===== src/core/fmps_pkg.sv =====
// Purpose: Shared constants for the floppy mode strap and pin select block
// Assumes: One 40 MHz clock, synchronous active-high reset
// Notes:   Straps are pins and pass a two-stage synchroniser first
package fmps_pkg;

    typedef enum logic [1:0] {
        FMPS_MODE_FIRST,
        FMPS_MODE_SECOND,
        FMPS_MODE_THIRD,
        FMPS_MODE_ILLEGAL
    } fmps_mode_e;

    localparam int unsigned CLK_PERIOD_NS = 25;
    localparam int unsigned SYNC_STAGES   = 2;

    // Strap codes as {identity, encoding}
    localparam logic [1:0] STRAP_FIRST   = 2'h3;
    localparam logic [1:0] STRAP_ILLEGAL = 2'h2;
    localparam logic [1:0] STRAP_THIRD   = 2'h1;
    localparam logic [1:0] STRAP_SECOND  = 2'h0;

    // Data rate codes: 0 = 500 kbps, 1 = 300, 2 = 250, 3 = 1 Mbps
    localparam logic [1:0] RATE_500K = 2'h0;
    localparam logic [1:0] RATE_1M   = 2'h3;

    // Control register field positions
    localparam int unsigned DOUT_DMA_EN_BIT  = 3;
    localparam int unsigned PWR_IDLE_SEL_BIT = 4;
    localparam int unsigned FUNC_ENC_SEL_BIT = 7;

    // Last count of the post-reset settle counter
    localparam logic [1:0] SETTLE_LAST = 2'h3;

    localparam logic [1:0] STRAP_RESET = 2'h0;

endpackage : fmps_pkg


===== src/core/fmps_sync.sv =====
// Purpose: Two-flop synchroniser for pin inputs
// Assumes: Inputs are asynchronous to ref_clk_i
// Notes:   First stage is read only by the second stage
module fmps_sync
    import fmps_pkg::*;
#(
    parameter int unsigned WIDTH = 2
)
(
    // Clock and reset
    input  wire logic             ref_clk_i,
    input  wire logic             srst_i,
    // Data
    input  wire logic [WIDTH-1:0] async_i,
    output logic      [WIDTH-1:0] sync_o
);

    logic [WIDTH-1:0] meta_q;
    logic [WIDTH-1:0] sync_q;

    always_ff @(posedge ref_clk_i)
    begin
        if (srst_i)
        begin
            meta_q <= '0;
            sync_q <= '0;
        end
        else
        begin
            meta_q <= async_i;
            sync_q <= meta_q;
        end
    end

    assign sync_o = sync_q;

endmodule : fmps_sync


===== src/core/fmps_top.sv =====
// Purpose: Strap-selected compatibility mode and shared pin functions
// Assumes: Straps stable around reset release; one clock domain
// Notes:   Straps are captured once after the synchroniser settles
module fmps_top
    import fmps_pkg::*;
(
    // Clock and reset
    input  wire logic       ref_clk_i,
    input  wire logic       srst_i,
    // Strap pins
    input  wire logic       ident_strap_i,
    input  wire logic       encoding_strap_i,
    // Controller state and control bits
    input  wire logic [7:0] digital_output_reg_i,
    input  wire logic [7:0] power_mgmt_control_reg_i,
    input  wire logic [7:0] function_control_reg_i,
    input  wire logic [1:0] data_rate_i,
    input  wire logic       fdc_idle_i,
    input  wire logic       fdc_power_down_i,
    input  wire logic       encoding_format_i,
    input  wire logic       epp_wait_i,
    input  wire logic       drive1_motor_select_i,
    input  wire logic       dma_request_i,
    input  wire logic       fdc_interrupt_i,
    input  wire logic       terminal_count_in_i,
    // Index pins
    input  wire logic       index_normal_i,
    input  wire logic       index_alt_i,
    input  wire logic       parallel_port_drive_mode_i,
    input  wire logic       port_function_select_i,
    // Mode and gating results
    output fmps_mode_e      mode_o,
    output logic            mode_valid_o,
    output logic            dma_gate_o,
    output logic            floppy_dma_request_o,
    output logic            floppy_interrupt_out_o,
    output logic            terminal_count_o,
    output logic            status_regs_visible_o,
    output logic            index_o,
    // Density select
    output logic            density_select_out_o,
    // Shared pin: idle or motor
    output logic            idle_motor_pin_o,
    // Shared pin: channel ready (open drain) or encoding
    output logic            ready_enc_pin_o,
    output logic            ready_enc_pin_oe_o
);

    logic [1:0] strap_sync;
    logic [1:0] strap_q;
    logic [1:0] settle_q;
    logic       captured_q;

    fmps_sync #(.WIDTH(2)) u_sync (
        .ref_clk_i (ref_clk_i),
        .srst_i    (srst_i),
        .async_i   ({ident_strap_i, encoding_strap_i}),
        .sync_o    (strap_sync)
    );

    // Capture once the synchroniser has filled after reset
    always_ff @(posedge ref_clk_i)
    begin
        if (srst_i)
        begin
            settle_q   <= STRAP_RESET;
            captured_q <= 1'b0;
            strap_q    <= STRAP_RESET;
        end
        else
        begin
            if (settle_q != SETTLE_LAST)
            begin
                settle_q <= settle_q + 2'h1;
            end
            if (settle_q == SETTLE_LAST && !captured_q)
            begin
                strap_q    <= strap_sync;
                captured_q <= 1'b1;
            end
        end
    end

    wire strap_ident = strap_q[1];
    wire fast_rate   = (data_rate_i == RATE_500K) || (data_rate_i == RATE_1M);

    // Mode decode
    always_comb
    begin
        unique case (strap_q)
            STRAP_FIRST:   mode_o = FMPS_MODE_FIRST;
            STRAP_SECOND:  mode_o = FMPS_MODE_SECOND;
            STRAP_THIRD:   mode_o = FMPS_MODE_THIRD;
            STRAP_ILLEGAL: mode_o = FMPS_MODE_ILLEGAL;
        endcase
    end

    wire is_third = (mode_o == FMPS_MODE_THIRD);

    assign mode_valid_o  = captured_q;
    wire dma_en_bit = digital_output_reg_i[DOUT_DMA_EN_BIT];
    assign dma_gate_o    = is_third ? 1'b1 : dma_en_bit;
    assign floppy_dma_request_o   = dma_request_i & dma_gate_o;
    assign floppy_interrupt_out_o = fdc_interrupt_i & dma_gate_o;
    assign terminal_count_o = is_third ? ~terminal_count_in_i
                            : terminal_count_in_i;
    assign status_regs_visible_o = (mode_o == FMPS_MODE_SECOND) ||
                                   is_third;

    // Index source in parallel drive mode
    wire alt_index_sel = parallel_port_drive_mode_i &&
                         !port_function_select_i;
    assign index_o = alt_index_sel ? index_alt_i : index_normal_i;

    // Density polarity follows captured identity
    assign density_select_out_o = fast_rate ? strap_ident
                                : ~strap_ident;

    wire idle_level = fdc_idle_i | fdc_power_down_i;
    wire idle_sel = power_mgmt_control_reg_i[PWR_IDLE_SEL_BIT];
    assign idle_motor_pin_o = idle_sel
                            ? idle_level
                            : drive1_motor_select_i;

    wire enc_sel = function_control_reg_i[FUNC_ENC_SEL_BIT];
    assign ready_enc_pin_o    = enc_sel ? encoding_format_i : 1'b0;
    assign ready_enc_pin_oe_o = enc_sel | epp_wait_i;

    strap_hold_a: assert property (
        @(posedge ref_clk_i) disable iff (srst_i)
        captured_q && $past(captured_q) |-> $stable(strap_q))
        else $error("strap changed after capture");
    mode_hold_a: assert property (
        @(posedge ref_clk_i) disable iff (srst_i)
        mode_valid_o |=> mode_valid_o && $stable(mode_o))
        else $error("mode changed after capture");
    early_mode_a: assert property (
        @(posedge ref_clk_i) disable iff (srst_i)
        !captured_q |-> mode_o == FMPS_MODE_SECOND && !mode_valid_o)
        else $error("mode shown before capture");
    capture_delay_a: assert property (
        @(posedge ref_clk_i)
        $fell(srst_i) |-> !captured_q [*4] ##1 captured_q)
        else $error("capture timing wrong");
    third_count_a: assert property (
        @(posedge ref_clk_i) disable iff (srst_i)
        is_third |-> terminal_count_o != terminal_count_in_i)
        else $error("third mode count not inverted");
    third_dma_a: assert property (
        @(posedge ref_clk_i) disable iff (srst_i)
        is_third && dma_request_i |-> floppy_dma_request_o)
        else $error("third mode dma gated");
    third_irq_a: assert property (
        @(posedge ref_clk_i) disable iff (srst_i)
        is_third && fdc_interrupt_i |-> floppy_interrupt_out_o)
        else $error("third mode interrupt gated");
    third_show_a: assert property (
        @(posedge ref_clk_i) disable iff (srst_i)
        is_third |-> status_regs_visible_o)
        else $error("third mode status hidden");
    first_hide_a: assert property (
        @(posedge ref_clk_i) disable iff (srst_i)
        mode_o == FMPS_MODE_FIRST |-> !status_regs_visible_o)
        else $error("first mode status visible");
    first_gate_a: assert property (
        @(posedge ref_clk_i) disable iff (srst_i)
        mode_o == FMPS_MODE_FIRST |-> dma_gate_o == dma_en_bit &&
        terminal_count_o == terminal_count_in_i)
        else $error("first mode gating wrong");
    second_show_a: assert property (
        @(posedge ref_clk_i) disable iff (srst_i)
        mode_o == FMPS_MODE_SECOND |-> status_regs_visible_o &&
        dma_gate_o == dma_en_bit &&
        terminal_count_o == terminal_count_in_i)
        else $error("second mode gating wrong");
    dens_fast_a: assert property (
        @(posedge ref_clk_i) disable iff (srst_i)
        fast_rate |-> density_select_out_o == strap_q[1])
        else $error("density polarity wrong");
    dens_slow_a: assert property (
        @(posedge ref_clk_i) disable iff (srst_i)
        !fast_rate |-> density_select_out_o != strap_q[1])
        else $error("density slow polarity wrong");
    idle_pin_a: assert property (
        @(posedge ref_clk_i) disable iff (srst_i)
        idle_sel && (fdc_idle_i || fdc_power_down_i)
        |-> idle_motor_pin_o)
        else $error("idle pin low while idle");
    idle_low_a: assert property (
        @(posedge ref_clk_i) disable iff (srst_i)
        idle_sel && !fdc_idle_i && !fdc_power_down_i
        |-> !idle_motor_pin_o)
        else $error("idle pin high while busy");
    motor_pin_a: assert property (
        @(posedge ref_clk_i) disable iff (srst_i)
        !idle_sel |-> idle_motor_pin_o == drive1_motor_select_i)
        else $error("motor pin wrong");
    ready_pull_a: assert property (
        @(posedge ref_clk_i) disable iff (srst_i)
        !enc_sel |-> ready_enc_pin_oe_o == epp_wait_i && !ready_enc_pin_o)
        else $error("ready pin wrong");
    enc_pin_a: assert property (
        @(posedge ref_clk_i) disable iff (srst_i)
        enc_sel |-> ready_enc_pin_oe_o &&
        ready_enc_pin_o == encoding_format_i)
        else $error("encoding pin wrong");
    index_alt_a: assert property (
        @(posedge ref_clk_i) disable iff (srst_i)
        alt_index_sel |-> index_o == index_alt_i)
        else $error("alternate index not routed");
    index_norm_a: assert property (
        @(posedge ref_clk_i) disable iff (srst_i)
        !alt_index_sel |-> index_o == index_normal_i)
        else $error("normal index not routed");

endmodule : fmps_top


===== config.mk =====
export PLATFORM = sky130hd
export DESIGN_NAME = fmps_top
export DESIGN_NICKNAME = d
export VERILOG_FILES = /design/src/core/fmps_pkg.sv /design/src/core/fmps_sync.sv /design/src/core/fmps_top.sv
export SDC_FILE = /design/constraint.sdc
export NUM_CORES = 1
export LEC_CHECK = 0
export BUFFER_PORTS_ARGS = -buffer_cell sky130_fd_sc_hd__buf_2
export CAP_MARGIN = 20
export CORE_MARGIN = 1.5
export CORE_UTILIZATION = 33
export CTS_CLUSTER_SIZE = 8
export DETAILED_ROUTE_END_ITERATION = 6
export PLACE_DENSITY = 0.88
export SLEW_MARGIN = 20
export SYNTH_ARGS = -nofsm -noshare
export SYNTH_HDL_FRONTEND = slang
export SYNTH_SLANG_ARGS = --single-unit

===== constraint.sdc =====
create_clock -name ref_clk_i -period 3.2 [get_ports ref_clk_i]
set_clock_uncertainty 0.1 [all_clocks]
set_input_delay 0.64 -clock ref_clk_i [delete_from_list [all_inputs] [get_ports ref_clk_i]]
set_output_delay 0.64 -clock ref_clk_i [all_outputs]
set_load 0.01 [all_outputs]

## Word-level counts from Yosys, hierarchy flattened

Cells that the tools add are included.

| storage, ports and cells | value |
|---|---|
| logic and storage cells | 35 |
| memory bits (read-only) | 0 |
| register bits | 9 |
| memory bits (writable) | 0 |
| memories kept | 0 |
| latch bits | 0 |
| output and inout port bits | 13 |
| bits of input ports | 42 |

| cells by class | value |
|---|---|
| shift operators | 0 |
| multipliers | 0 |
| eq/ne operators | 8 |
| mux-type cells | 7 |
| bitwise logic cells | 6 |
| reduce and logical (&&, ||, !) cells | 8 |
| add/sub/neg operators | 1 |
| order comparisons | 0 |
| divide/modulo/power cells | 0 |

Operator list:

| cell | count |
|---|---|
| $eq A2 B2 Y1 const B | 5 |
| $pmux W2 S4 | 1 |
| $mux W1 | 6 |
| $eq A2 B1 Y1 const B | 2 |
| $logic_not A2 Y1 | 2 |
| $add A2 B1 Y2 const B | 1 |
| $and A1 B1 Y1 | 2 |
| $logic_and A1 B1 Y1 | 2 |
| $logic_not A1 Y1 | 2 |
| $logic_or A1 B1 Y1 | 2 |
| $ne A2 B2 Y1 const B | 1 |
| $not A1 Y1 | 2 |
| $or A1 B1 Y1 | 2 |

## Longest topological paths before layout

| logic depth | value |
|---|---|
| word-level depth | 5 |
| mapped depth | 4 |

## Hierarchy

Synthesis repeated with hierarchy kept, for this count alone.

| second synthesis, totals | value |
|---|---|
| cell total of the unflattened synthesis | 45 |
| area, all modules | 436.7 µm² |

Modules (own cells, without submodules):

| module | cells an instance | area an instance (µm²) | seq. area each (µm²) | times used |
|---|---|---|---|---|
| fmps_top | 37 | 331.6 | 100.1 | 1 |
| fmps_sync | 8 | 105.1 | 80.1 | 1 |

## Worst setup path before layout

No wires, ideal clock.

| timing path | value |
|---|---|
| path kind | input port to output port |
| start | input port port_function_select_i |
| end | output port index_o |
| stages on the path | 2 |
| data required time | 2.460 ns |
| data arrival time | 1.113 ns |
| path slack | 1.347 ns |
| cell sequence | nand2b_1 -> mux2_1 |

| between the ends | value |
|---|---|
| longest elaborated chain between the ends | 3 |

Ends and longest elaborated chain:

| what | line | source |
|---|---|---|
| start, declared | fmps_top.sv:30 | `input wire logic port_function_select_i,` |
| $logic_not A1 Y1 | fmps_top.sv:112 | `!port_function_select_i;` |
| $logic_and A1 B1 Y1 | fmps_top.sv:111 | `wire alt_index_sel = parallel_port_drive_mode_i &&` |
| $mux W1 | fmps_top.sv:113 | `assign index_o = alt_index_sel ? index_alt_i : index_normal_i;` |
| end, declared | fmps_top.sv:39 | `output logic index_o,` |

Every way passes these cells.

## Final worst setup path

| timing path | value |
|---|---|
| start | register strap_q[1] |
| end | output port floppy_interrupt_out_o |

| between the ends | value |
|---|---|
| longest elaborated chain between the ends | 5 |
| elaborated cells between the ends (all ways) | 8 |
| classes of those cells | eq/ne: 4; mux: 2; bitwise: 1; reduce/logical: 1 |

Ends and longest elaborated chain:

| what | line | source |
|---|---|---|
| start, declared | fmps_top.sv:50 | `logic [1:0] strap_q;` |
| start signal, assigned | fmps_top.sv:78 | `strap_q <= strap_sync;` |
| $eq A2 B2 Y1, or another cell as far along | fmps_top.sv:90 | `unique case (strap_q)` |
| $pmux W2 S4 (*) | fmps_top.sv:90 |  |
| $eq A2 B2 Y1 (*) | fmps_top.sv:98 | `wire is_third = (mode_o == FMPS_MODE_THIRD);` |
| $mux W1 (*) | fmps_top.sv:102 | `assign dma_gate_o = is_third ? 1'b1 : dma_en_bit;` |
| $and A1 B1 Y1 (*) | fmps_top.sv:104 | `assign floppy_interrupt_out_o = fdc_interrupt_i & dma_gate_o;` |
| end, declared | fmps_top.sv:36 | `output logic floppy_interrupt_out_o,` |

Every way passes the cells marked *; elsewhere a longest branch is shown, timed or not.

==> metrics.txt <==
status=completed; grt total ovfl=0; CP max stage cell=dfxtp_1; Final Max Tran Viols=0; Clk Tree Root Cell=clkbuf_4; Synth Area per Inst=9.57 µm²; maximum clock path buffer count=2; initial antenna violation count=0; Clock Latency Late Sink=0.25 ns; initial core utilization=37.6%; Final min period=2.20 ns; fmax=454 MHz; via count=414; end-of-flow core utilization=55.1%; crit-path max cell delay=0.39 ns; # IOs=55; Rows=12; share of cells above drive strength 1=45.1%; Vias per Instance=4.31; start of the worst register-to-register path=settle_q[0]$_SDFFE_PP0P_; EDFF count, synth=0; Routed Antenna Nets=0; drt total wl=772 µm; First-pass DRT Iterations=4; Synth Net Count=92; Area growth, synth to finish=46.6%; All-Layer GR Usage=12.4%; dpl ws=1.16 ns; IO buf count=33; Startpoint Class=flip-flop; family with the most delay on the worst path=simple AND/OR/NAND/NOR gates; cts bufs inserted=3; Die X=39.5 µm; most frequent cells after synthesis=9 x dfxtp_1, 8 x nor2_1, 4 x ha_1, 4 x nor2b_1; most common cell in the netlist=dfxtp_1; crit path from=strap_q[1]$_SDFFE_PP0P_; CTS sink cnt=9; ys flop type=dfxtp_1; synth top area cells=dfxtp_1 41%, ha_1 11%, mux2i_1 6.8%; Setup CP Type=reg -> out; Nets=129; number of global-route vias before repair=379; asr flop ratio synth=0%; Seq/Total Area, Yosys=40.9%; Synth Instances=46; core area=1170 µm²; Power Total=272 µW; adder-cell share of the synthesized area=11.4%; flops & latches, synth=9; Slew headroom=88.2%; Critical Path AT=1.46 ns; DIE AREA=1560 µm²; CP cell instances=inv_1 > ha_1 > or2_1 > and2_1 > buf_2; Max-Cap Viols=0; mux share of post-synthesis cell area=9.38%; worst path buffer plus inverter count=2; simple-gate share of the synthesized area=24.7%; hold path startpoint=u_sync.meta_q[1]$_SDFF_PP0_; fin crit share=68.8%; setup repair bufs after CTS=0; critical path endpoint category=output port; PostCTS Resize Cnt=0; cts hold-fix bufs=0; wire per inst=8.04 µm; TNS Setup=0 ns; post-synth top area cell=dfxtp_1; depth of the CTS H-tree=1; # DRC=0; Synth Warn #=0; gp weighted congestion=0.618; Syn Std Cell Area=440 µm²; Final Hold Fails=0; diodes inserted=0; synth unique cells=15; main combinational cell family by area after synthesis=simple AND/OR/NAND/NOR gates; CTS tree=done; Pwr Density=422 nW/µm²; critical path data required time=2.46 ns; post-route setup slack=0.999 ns; share of the synthesized area in the top cell type=40.9%; Lkg Pwr=0.323 nW; global-route wire length before repair=1.23 mm; hold slack=0.339 ns; Hold WC Path Type=reg -> reg; Detailed Place HPWL=677 µm; die height=39.5 µm; DRT iter0 DRCs=3; Least-Margin Pin Slew=0.177 ns; clk slew on worst S/H paths=0.05 ns; largest net degree at the start of global routing=10; RSZ-0062 raised after global routing=no; compound-cell area share of the yosys netlist=1.14%; Max FO, Critical Path=4; Setup violations, final=0; xor and xnor area share after synthesis=9.94%; maximum vdd drop=0.235 mV
## per-stage QoR
step	area (µm²)	instances
6_report	646	96
2_1_floorplan	440	46
4_1_cts	646	96
5_1_grt	646	96
3_5_place_dp	619	92
3_3_place_gp	619	92
## sequential cells by signal, summed over array words and instances (netlist names)
register / flops
u_sync.sync_o: 2
strap_q: 2
u_sync.meta_q: 2
mode_valid_o: 1
settle_q: 2
## worst paths after layout
check             depth (start not counted)  slack, ns                     endpoint
setup / recovery                          5        1.0       floppy_interrupt_out_o
hold reg to reg                           1       0.34  u_sync.sync_o[1]$_SDFF_PP0_
setup reg to reg                          4       1.99      strap_q[1]$_SDFFE_PP0P_
hold / removal                            1       0.34  u_sync.sync_o[1]$_SDFF_PP0_
## kinds of logic (layout without fill, tap and decap cells)
| group | count (synthesis) | after routing |
|---|---|---|
| DFF | 9 | 9 |
| AOI/OAI and AO/OA | 1 | 1 |
| and+or+nand+nor | 20 | 20 |
| xor gates and xnor gates | 5 | 5 |
| buffers and inverters | 3 | 39 |
| muxes | 4 | 4 |
| adders and majority gates | 4 | 4 |
## area by class of cell
cell class	instances	area, µm²
Tap cell	14	17.5
Timing Repair Buffer	33	165
Sequential cell	9	180
Inverter	2	7.51
Clock buffer	4	26.3
Fill cell	113	526
Multi-Input combinational cell	34	249
## cell usage in the layout, fill, tap and decap left out, types with 2 or more instances in the layout
| master | synthesis | routed |
|---|---|---|
| inv_1 | 2 | 2 |
| and2_1 | 3 | 3 |
| nor2_1 | 8 | 8 |
| xor2_1 | 3 | 3 |
| xnor2_1 | 2 | 2 |
| ha_1 | 4 | 4 |
| nor2b_1 | 4 | 4 |
| dfxtp_1 | 9 | 9 |
| clkbuf_4 | 0 | 3 |
| buf_2 | 0 | 33 |
| or2_1 | 3 | 3 |
| mux2i_1 | 3 | 3 |
## power by group
part           internal [mW]  total (mW)  switching (mW)
Clock                 0.0477      0.0825          0.0348
Sequential             0.122       0.127         0.00497
Combinational         0.0347      0.0625          0.0278
## layer usage
layer | share of wire, % | wire, µm | track usage [%] | up-vias
met4 | 0 | 0 | 10.3 | 0
met2 | 54 | 418 | 28.3 | 23
met5 | 0 | 0 | 0 | -
met1 | 33 | 255 | 6.19 | 177
li1 | - | - | - | 214
met3 | 13 | 97 | 3.41 | 0
(Power assumes the default switching activity.)
